## src/blit_regs_defines.svh

```systemverilog
// Offsets, field widths and reset values of the blit size and foreground color registers
`ifndef BLIT_REGS_DEFINES_SVH
`define BLIT_REGS_DEFINES_SVH

`define IDX_FG_HIGH      8'h11
`define IDX_WIDTH_LOW    8'h20
`define IDX_WIDTH_HIGH   8'h21
`define IDX_HEIGHT_LOW   8'h22
`define IDX_HEIGHT_HIGH  8'h23

`define RST_FG_HIGH      8'hFF
`define RST_WIDTH_LOW    8'hFF
`define RST_WIDTH_HIGH   3'h7
`define RST_HEIGHT_LOW   8'h0F
`define RST_HEIGHT_HIGH  2'h3

`define WIDTH_HIGH_BITS  3
`define HEIGHT_HIGH_BITS 2

`endif

```

## src/blit_regs_pkg.sv

```systemverilog
// Types shared by the blit size and foreground color register bank
`default_nettype none
package blit_regs_pkg;

	typedef struct packed {
		logic       wr;
		logic       rd;
		logic [7:0] index;
		logic [7:0] wdata;
	} reg_req_t;

	typedef struct packed {
		logic [15:0] fg_color;
		logic [10:0] width_bytes;
		logic [9:0]  height_lines;
	} blit_cfg_t;

endpackage
`default_nettype wire

```

## src/blit_regs.sv

```systemverilog
// Indexed register bank for blit size and foreground color high byte
`timescale 1ns/1ns
`default_nettype none
`include "blit_regs_defines.svh"

module blit_regs
	import blit_regs_pkg::*;
(
	input  wire logic       CLK_I,
	input  wire logic       SRST_I,
	input  wire reg_req_t   REQ_I,
	input  wire logic [7:0] FG_LOW_I,
	output var  logic [7:0] RDATA_O,
	output var  logic       RHIT_O,
	output var  blit_cfg_t  CFG_O
);

	// ****************************************
	// Register state
	// ****************************************
	logic [7:0] fg_high_q,   fg_high_d;
	logic [7:0] width_lo_q,  width_lo_d;
	logic [2:0] width_hi_q,  width_hi_d;
	logic [7:0] height_lo_q, height_lo_d;
	logic [1:0] height_hi_q, height_hi_d;
	logic [7:0] rdata_q,     rdata_d;
	logic       rhit_q,      rhit_d;

	always_comb begin
		fg_high_d   = fg_high_q;
		width_lo_d  = width_lo_q;
		width_hi_d  = width_hi_q;
		height_lo_d = height_lo_q;
		height_hi_d = height_hi_q;
		if (REQ_I.wr) begin
			case (REQ_I.index)
				`IDX_FG_HIGH: begin
					fg_high_d = REQ_I.wdata;
				end
				`IDX_WIDTH_LOW: begin
					width_lo_d = REQ_I.wdata;
				end
				`IDX_WIDTH_HIGH: begin
					width_hi_d = REQ_I.wdata[`WIDTH_HIGH_BITS-1:0];
				end
				`IDX_HEIGHT_LOW: begin
					height_lo_d = REQ_I.wdata;
				end
				`IDX_HEIGHT_HIGH: begin
					height_hi_d = REQ_I.wdata[`HEIGHT_HIGH_BITS-1:0];
				end
				default: begin
				end
			endcase
		end
	end

	// ****************************************
	// Write side registers
	// ****************************************
	always_ff @(posedge CLK_I) begin
		if (SRST_I) begin
			fg_high_q   <= `RST_FG_HIGH;
			width_lo_q  <= `RST_WIDTH_LOW;
			width_hi_q  <= `RST_WIDTH_HIGH;
			height_lo_q <= `RST_HEIGHT_LOW;
			height_hi_q <= `RST_HEIGHT_HIGH;
		end else begin
			fg_high_q   <= fg_high_d;
			width_lo_q  <= width_lo_d;
			width_hi_q  <= width_hi_d;
			height_lo_q <= height_lo_d;
			height_hi_q <= height_hi_d;
		end
	end

	// ****************************************
	// Write side assertions
	// ****************************************
	// high byte taken
	a_fg_high_write: assert property (@(posedge CLK_I) disable iff (SRST_I)
		(REQ_I.wr && REQ_I.index == `IDX_FG_HIGH) |=> CFG_O.fg_color[15:8] == $past(REQ_I.wdata))
		else $error("foreground high byte not taken");
	a_fg_high_hold: assert property (@(posedge CLK_I) disable iff (SRST_I)
		!(REQ_I.wr && REQ_I.index == `IDX_FG_HIGH) |=> $stable(CFG_O.fg_color[15:8]))
		else $error("foreground high byte changed without a write");
	a_fg_reset: assert property (@(posedge CLK_I) disable iff (SRST_I)
		$past(SRST_I) |-> CFG_O.fg_color[15:8] == `RST_FG_HIGH)
		else $error("foreground high byte reset value wrong");
	a_fg_low_pass: assert property (@(posedge CLK_I) disable iff (SRST_I)
		CFG_O.fg_color[7:0] == FG_LOW_I)
		else $error("foreground low byte not from external register");

	a_width_high_write: assert property (@(posedge CLK_I) disable iff (SRST_I)
		(REQ_I.wr && REQ_I.index == `IDX_WIDTH_HIGH) |=> CFG_O.width_bytes[10:8] == $past(REQ_I.wdata[2:0]))
		else $error("width high bits wrong");
	a_width_low_write: assert property (@(posedge CLK_I) disable iff (SRST_I)
		(REQ_I.wr && REQ_I.index == `IDX_WIDTH_LOW) |=> CFG_O.width_bytes[7:0] == $past(REQ_I.wdata))
		else $error("width low byte wrong");
	a_width_hold: assert property (@(posedge CLK_I) disable iff (SRST_I)
		!(REQ_I.wr && (REQ_I.index == `IDX_WIDTH_LOW || REQ_I.index == `IDX_WIDTH_HIGH))
		|=> $stable(CFG_O.width_bytes))
		else $error("width changed without a write");
	a_width_reset: assert property (@(posedge CLK_I) disable iff (SRST_I)
		$past(SRST_I) |-> CFG_O.width_bytes == {`RST_WIDTH_HIGH, `RST_WIDTH_LOW})
		else $error("width reset value wrong");

	a_height_high_write: assert property (@(posedge CLK_I) disable iff (SRST_I)
		(REQ_I.wr && REQ_I.index == `IDX_HEIGHT_HIGH) |=> CFG_O.height_lines[9:8] == $past(REQ_I.wdata[1:0]))
		else $error("height high bits wrong");
	a_height_low_write: assert property (@(posedge CLK_I) disable iff (SRST_I)
		(REQ_I.wr && REQ_I.index == `IDX_HEIGHT_LOW) |=> CFG_O.height_lines[7:0] == $past(REQ_I.wdata))
		else $error("height low byte wrong");
	a_height_hold: assert property (@(posedge CLK_I) disable iff (SRST_I)
		!(REQ_I.wr && (REQ_I.index == `IDX_HEIGHT_LOW || REQ_I.index == `IDX_HEIGHT_HIGH))
		|=> $stable(CFG_O.height_lines))
		else $error("height changed without a write");
	a_height_reset: assert property (@(posedge CLK_I) disable iff (SRST_I)
		$past(SRST_I) |-> CFG_O.height_lines == {`RST_HEIGHT_HIGH, `RST_HEIGHT_LOW})
		else $error("height reset value wrong");

	// ****************************************
	// Read path
	// ****************************************
	always_comb begin
		rdata_d = rdata_q;
		rhit_d  = 1'h0;
		if (REQ_I.rd) begin
			rhit_d = 1'h1;
			case (REQ_I.index)
				`IDX_FG_HIGH:     rdata_d = fg_high_q;
				`IDX_WIDTH_LOW:   rdata_d = width_lo_q;
				`IDX_WIDTH_HIGH:  rdata_d = {5'h00, width_hi_q};
				`IDX_HEIGHT_LOW:  rdata_d = height_lo_q;
				`IDX_HEIGHT_HIGH: rdata_d = {6'h00, height_hi_q};
				default: begin
					rdata_d = 8'h00;
					rhit_d  = 1'h0;
				end
			endcase
		end
	end

	always_ff @(posedge CLK_I) begin
		if (SRST_I) begin
			rdata_q <= 8'h00;
			rhit_q  <= 1'h0;
		end else begin
			rdata_q <= rdata_d;
			rhit_q  <= rhit_d;
		end
	end

	// ****************************************
	// Read side assertions
	// ****************************************
	// high byte readback
	a_fg_high_read: assert property (@(posedge CLK_I) disable iff (SRST_I)
		(REQ_I.rd && REQ_I.index == `IDX_FG_HIGH) |=> RHIT_O && RDATA_O == $past(CFG_O.fg_color[15:8]))
		else $error("foreground high byte readback wrong");
	a_width_low_read: assert property (@(posedge CLK_I) disable iff (SRST_I)
		(REQ_I.rd && REQ_I.index == `IDX_WIDTH_LOW) |=> RHIT_O && RDATA_O == $past(CFG_O.width_bytes[7:0]))
		else $error("width low byte readback wrong");
	a_width_high_read: assert property (@(posedge CLK_I) disable iff (SRST_I)
		(REQ_I.rd && REQ_I.index == `IDX_WIDTH_HIGH) |=> RDATA_O[2:0] == $past(CFG_O.width_bytes[10:8]))
		else $error("width high bits readback wrong");
	a_width_rsvd_zero: assert property (@(posedge CLK_I) disable iff (SRST_I)
		(REQ_I.rd && REQ_I.index == `IDX_WIDTH_HIGH) |=> RHIT_O && RDATA_O[7:3] == 5'h00)
		else $error("width high reserved bits not zero");
	a_height_low_read: assert property (@(posedge CLK_I) disable iff (SRST_I)
		(REQ_I.rd && REQ_I.index == `IDX_HEIGHT_LOW) |=> RHIT_O && RDATA_O == $past(CFG_O.height_lines[7:0]))
		else $error("height low byte readback wrong");
	a_height_high_read: assert property (@(posedge CLK_I) disable iff (SRST_I)
		(REQ_I.rd && REQ_I.index == `IDX_HEIGHT_HIGH) |=> RDATA_O[1:0] == $past(CFG_O.height_lines[9:8]))
		else $error("height high bits readback wrong");
	a_height_rsvd_zero: assert property (@(posedge CLK_I) disable iff (SRST_I)
		(REQ_I.rd && REQ_I.index == `IDX_HEIGHT_HIGH) |=> RHIT_O && RDATA_O[7:2] == 6'h00)
		else $error("height high reserved bits not zero");

	// ****************************************
	// Assembled fields
	// ****************************************
	// foreground color
	assign CFG_O.fg_color     = {fg_high_q, FG_LOW_I};
	assign CFG_O.width_bytes  = {width_hi_q, width_lo_q};
	assign CFG_O.height_lines = {height_hi_q, height_lo_q};
	// Registered read answer
	assign RDATA_O            = rdata_q;
	assign RHIT_O             = rhit_q;

endmodule
`default_nettype wire

```

## config.mk

```make
export PLATFORM = sky130hd
export DESIGN_NAME = blit_regs
export DESIGN_NICKNAME = d
export VERILOG_FILES = /design/src/blit_regs_pkg.sv /design/src/blit_regs.sv
export VERILOG_INCLUDE_DIRS = /design/src /design/src/src
export SDC_FILE = /design/constraint.sdc
export NUM_CORES = 1
export LEC_CHECK = 0
export BUFFER_PORTS_ARGS = -buffer_cell sky130_fd_sc_hd__buf_2
export CAP_MARGIN = 20
export CORE_AREA = 2 2 81 63
export CTS_CLUSTER_DIAMETER = 40
export CTS_CLUSTER_SIZE = 28
export DETAILED_ROUTE_END_ITERATION = 10
export DIE_AREA = 0 0 83 65
export PLACE_DENSITY = 0.69
export SLEW_MARGIN = 10
export SYNTH_ARGS = -nofsm -noshare
export SYNTH_HDL_FRONTEND = slang
export SYNTH_SLANG_ARGS = --single-unit
```

## constraint.sdc

```tcl
create_clock -name CLK_I -period 1.33 [get_ports CLK_I]
set_input_delay 0.0665 -clock CLK_I [delete_from_list [all_inputs] [get_ports CLK_I]]
set_output_delay 0.0665 -clock CLK_I [all_outputs]
set_load 0.02 [all_outputs]
```

==> qor.csv, run 1 <==
metric,value,unit
area grow syn2layout,35.7,%
initial antenna violation count,0,
reg2reg setup slack,70,ps
first-pass GRT wire length,7770,um
CTS sink cnt,38,
Synth async-reset ratio,0,%
post-synth top area share,40.6,%
drt drc,0,
Mapped Cells,199,
initial DRC count,55,
num rows,22,
Hold Path End,width_lo_q[7]$_SDFFE_PP1P_,
startpoint types,input pin,
hold path cells,2,
hold_buf cts,0,
crit path max fanout,12,
post-synth cell types,40,
Worst Reg-to-Reg Cells,4,
post-route insts no fill,332,
clock slew at reported path FFs,80,ps
Root Buffer,clkbuf_8,
Slew HR,77.1,%
max cap viols,0,
number of nets with antenna violations after routing,0,
Clock Tree Buf Depth,2,
Synth top cells by count,"dfxtp_1, a211o_1, nor2_1, nor2b_1, inv_1",
worst vdd ir,471,uV
Mapped Avg Cell Area,9.42,sq um
Yosys top cell by area,dfxtp_1,
P per Cell Area,987,mW/mm^2
TNS Setup,0,ps
Worst-Skew Late Latency,290,ps
final core utilization,54.0,%
sw frac,21.1,%
measured slew at the worst slew-check pin,340,ps
"EDFF count, synth",0,
Worst Min Path Start,REQ_I[7],
Seq cells post-synth,38,
mapped cell area,0.00187,sq mm
Die X,83,um
Internal,1.98,mW
run status,completed,
Synth Warn #,0,
"count leader, synth",dfxtp_1,
core area,0.00471,sq mm
syn nets,227,
total power,2.51,mW
total track usage,18.1,%
I/O pin count,74,
hpwl dp,3580,um
layout cells sized above 1,40.8,%
Worst R2R End,RDATA_O[1]$_SDFFE_PP0P_,
Final setup viols,0,
Final Cell Area,0.00254,sq mm
Final WS setup,36.7,ps
Placer Congestion,0.771,
CTS tree,done,
f_max,0.773,GHz
DR WL/cell,14.2,um
Net Sw Power,0.530,mW
pre-CTS setup slack,-278,ps
Comb pwr share,8.1,%
P_leak,1.05,nW
Setup Crit Path Kind,in -> reg,
Placed Area,0.00236,sq mm
CP required,1510,ps
ant diodes,0,
die area,0.00540,sq mm
final WL,4730,um
final-report hold violation count,0,
CP endpoint kind,register,
WHS,31.8,ps
CTS Buf Count,5,
Synth Flop Type,dfxtp_1,
Final Max Tran Viols,0,
vias in the first global route,1569,
share of power burned in registers,45.4,%
remaining global-route overflow,0,
Critical R2R Launch,fg_high_q[1]$_SDFFE_PP1P_,
drt pass-1 iters,4,
final critical-path share of the clock period,97.2,%
Crit path arrival time,1480,ps
"Seq/Total Area, Yosys",40.6,%
Cells after DPL,322,
fill count,434,
fin crit period,1290,ps
# nets final,299,
die height,65,um
routed vias,1650,
Area contributors post-synth,"dfxtp_1, a211o_1, nor2b_1",
RSZ-0062 raised after global routing,no,
Starting Density,39.8,%
clock power share,46.5,%
class of the worst hold path,in -> reg,
vias per cell,4.97,
H-tree depth,2,
largest net degree at the start of global routing,30,
Setup Skew,6.29,ps
# port buffers,57,
## flip-flops by register name, indices dropped and copies added (netlist names)
register	flops
RDATA_O	8
fg_high_q	8
height_lo_q	8
width_lo_q	8
width_hi_q	3
height_hi_q	2
RHIT_O	1
## routing by layer
| layer | wire length [um] | GRT usage (%) | vias to the layer above |
|---|---|---|---|
| met5 | 0 | 0 | - |
| met4 | 42 | 5.33 | 0 |
| met3 | 347 | 5.73 | 6 |
| met2 | 2000 | 26.9 | 40 |
| met1 | 2340 | 25.2 | 753 |
| li1 | - | - | 851 |
## worst max-delay path: stages
cell and delay [ps]:
buf_2 110, or4b_4 550, nor4_4 270, buf_12 170, nor2b_1 50, a211o_1 260
## power groups by stage
stage / Sequential [mW] / Combinational (mW) / Clock, mW
after floorplan: 1.17 / 0.120 / 0
after global placement: 1.17 / 0.191 / 0
after detailed placement: 1.17 / 0.194 / 0
after CTS: 1.14 / 0.194 / 1.19
after global routing: 1.14 / 0.221 / 1.26
final: 1.14 / 0.202 / 1.17
## what timing repair did
| item | 4_1_cts | 5_1_grt |
|---|---|---|
| gates resized for setup | 0 | 7 |
| endpoints found under the setup margin | 0 | 10 |
| buffers inserted | 0 | 1 |
## cell type report
class | instances | area [sq um] | share of cell area (%)
clock buffers | 5 | 68.8 | 2.71
clock inverters | 3 | 68.8 | 2.71
inverters | 11 | 41.3 | 1.62
multi-input cells | 129 | 973 | 38.3
flip-flops and latches | 38 | 761 | 29.9
well taps | 60 | 75.1 | 2.95
repair buffers | 86 | 556 | 21.8
## logic make-up (layout without fill, tap and decap cells)
kind of cell / Yosys count / count (layout) / synth area share [%]
AOI/OAI and AO/OA: 50 / 50 / 22.2
muxes: 7 / 7 / 3.81
DFF: 38 / 38 / 40.6
and+or+nand+nor: 72 / 72 / 24.2
buffers and inverters: 32 / 105 / 9.21
## worst max path at each step
stage | from | slack, ps | cells after the start | to
global placement | REQ_I[12] | -270 | 6 | height_lo_q[0]$_SDFFE_PP1P_
finish | REQ_I[12] | 40 | 6 | height_lo_q[1]$_SDFFE_PP1P_
detailed placement | REQ_I[12] | -280 | 6 | height_lo_q[1]$_SDFFE_PP1P_
global route | REQ_I[15] | 0.3 | 7 | width_hi_q[0]$_SDFFE_PP1P_
floorplan | REQ_I[12] | -140 | 5 | height_lo_q[2]$_SDFFE_PP1P_
CTS | REQ_I[12] | 30 | 6 | RDATA_O[5]$_SDFFE_PP0P_
## cell usage in the layout, fill, tap and decap left out, drive strengths merged, types with 2 or more instances in the layout
cell type  count
a211o         25
a21boi         6
a22oi          5
a31oi          2
and3           5
and4b          2
buf           86
bufinv         2
clkbuf         5
dfxtp         38
inv           11
mux2i          6
nand2          9
nand3          2
nand4          2
nor2          18
nor2b         15
nor3           5
nor3b          6
o21ai          7
(Power assumes the default switching activity.)
==> run 2, diff against run 1 <==
- ABC_AREA: not set -> 1
- CORE_AREA: 2 2 81 63 -> 2 2 79 62
- DIE_AREA: 0 0 83 65 -> 0 0 81 64
==> run 2 against run 1 <==
Against the previous run: cell count grew 8.4%; sequential share of layout area is 5.2 points higher; setup slack better by 350 ps; via count increased by 3.5%; total power fell by 19%; critical path type is now reg -> out; critical endpoint is now CFG_O[12]; largest cell class unchanged.
==> qor.csv, run 2 <==
metric,value,unit
Synth Warn #,0,
DR WL/cell,12.4,um
Clock Tree Buf Depth,2,
final-report hold violation count,0,
CP Cell Sequence,buf_2,
TNS Setup,0,ps
max cap viols,0,
clock power share,36.9,%
Internal,1.54,mW
largest net degree at the start of global routing,24,
Setup Skew,5.66,ps
Setup Crit Path Kind,reg -> out,
Die X,81,um
P per Cell Area,934,mW/mm^2
vias in the first global route,1537,
"EDFF count, synth",0,
# nets final,331,
hpwl dp,3420,um
worst vdd ir,370,uV
Net Sw Power,0.490,mW
routed vias,1707,
hold_buf cts,0,
ant diodes,0,
I/O pin count,74,
Yosys top cell by area,dfxtp_1,
H-tree depth,2,
Starting Density,40.9,%
"count leader, synth",nand2_1,
Root Buffer,clkbuf_8,
CTS Buf Count,5,
CP Buf/Inv Count,1,
Final Max Tran Viols,0,
syn nets,274,
Synth async-reset ratio,0,%
drt drc,0,
"Seq/Total Area, Yosys",42.7,%
initial DRC count,120,
family with the most delay on the worst path,flip-flops,
CTS tree,done,
area grow syn2layout,21.6,%
post-synth top area share,42.7,%
f_max,1.06,GHz
Mapped Cells,246,
Slew HR,67.5,%
drt pass-1 iters,4,
share of power burned in registers,56.3,%
number of nets with antenna violations after routing,0,
final critical-path share of the clock period,70.8,%
Comb pwr share,6.7,%
first-pass GRT wire length,7410,um
initial antenna violation count,0,
post-CTS sizing,0,
slowest CP cell,dfxtp_1,
total track usage,18.9,%
clock slew at reported path FFs,70,ps
Area contributors post-synth,"dfxtp_1, nand2_1, nand3_1",
Worst-Skew Late Latency,290,ps
Final WS setup,389,ps
fin crit period,941,ps
Synth Flop Type,dfxtp_1,
die area,0.00518,sq mm
layout cells sized above 1,32.0,%
CP endpoint kind,primary output,
"most common cell after layout, fill and taps aside",nand2_1,
run status,completed,
Final setup viols,0,
Seq cells post-synth,38,
num rows,21,
RSZ-0062 raised after global routing,no,
measured slew at the worst slew-check pin,486,ps
vias per cell,4.74,
Placer Congestion,0.880,
final WL,4470,um
startpoint types,register,
post-synth cell types,23,
core area,0.00436,sq mm
remaining global-route overflow,0,
number of post-CTS setup repair buffers,0,
Synth top cells by count,"nand2_1, nand3_1, dfxtp_1, inv_1, inv_2",
class of the worst hold path,in -> reg,
Crit path arrival time,870,ps
CP required,1260,ps
mapped cell area,0.00178,sq mm
crit path max fanout,3,
Mapped Avg Cell Area,7.25,sq um
most frequent cells in the layout,"nand2_1, buf_2, nand3_1, dfxtp_1",
die height,64,um
CTS sink cnt,38,
Worst path max stage delay,390,ps
P_leak,1.18,nW
# port buffers,57,
sw frac,24.2,%
pre-CTS setup slack,104,ps
run 2: changes by cell type after synthesis, moves of 5 or more:
cell and change:
nand2_1 +85, nand3_1 +46, a211o_1 -25, nor2_1 -15, nor2b_1 -15, inv_2 +10
mux2i_1 -6, a21boi_0 -5, a21oi_1 +5, a22oi_2 -5, and3_1 -5, clkbuf_1 -5
nor3b_1 -5
run 2: layout make-up:
class                           count  area [sq um]
Multi-Input combinational cell    173           837
Clock inverter                      2          10.0
Fill cell                         468          2190
Timing Repair Buffer               63           330
Inverter                           22          90.1
Sequential cell                    38           761
Clock buffer                        5          68.8
Tap cell                           57          71.3
run 2: stage by stage:
stage / utilization (%) / std cells / hold slack [ps] / total power [mW] / area (sq um)
after floorplan: - / 246 / 180 / 1.27 / 1780
after global placement: 47.9 / 353 / 133 / 1.30 / 2090
after detailed placement: 47.9 / 353 / 133 / 1.30 / 2090
after CTS: 49.7 / 360 / 19.7 / 2.05 / 2170
after global routing: 49.7 / 360 / 44.7 / 2.11 / 2170
final: 49.7 / 360 / 21.5 / 2.02 / 2170
run 2: kinds of logic (layout without fill, tap and decap cells):
group                  count (synthesis)  after routing  share of synthesized area (%)
buffers and inverters                 35             92                           10.4
flip-flops                            38             38                           42.7
AND/OR/NAND/NOR                      161            161                           43.3
AO/OA/AOI/OAI                         12             12                           3.65
run 2: final timing paths:
| check | cells past startpoint | from | slack [ps] | to |
|---|---|---|---|---|
| hold / removal | 3 | REQ_I[4] | 20 | fg_high_q[4]$_SDFFE_PP1P_ |
| hold reg to reg | 2 | RDATA_O[4]$_SDFFE_PP0P_ | 450 | RDATA_O[4]$_SDFFE_PP0P_ |
| setup reg to reg | 4 | height_hi_q[1]$_SDFFE_PP1P_ | 460 | RDATA_O[1]$_SDFFE_PP0P_ |
| setup / recovery | 1 | width_lo_q[2]$_SDFFE_PP1P_ | 390 | CFG_O[12] |
run 2: layer usage:
metal	up-vias	wire (um)	GRT usage (%)
li1	894	-	-
met1	753	2280	28.2
met2	56	1800	25.5
met3	4	346	6.21
met4	0	44	5.51
met5	-	0	0
run 2: power by group through the flow:
| stage | sequential (mW) | combinational (mW) | clock [mW] |
|---|---|---|---|
| 6_report | 1.14 | 0.136 | 0.748 |
| 5_1_grt | 1.14 | 0.149 | 0.820 |
| 4_1_cts | 1.14 | 0.136 | 0.769 |
| 3_5_place_dp | 1.17 | 0.136 | 0 |
| 3_3_place_gp | 1.17 | 0.136 | 0 |
| 2_1_floorplan | 1.17 | 0.104 | 0 |
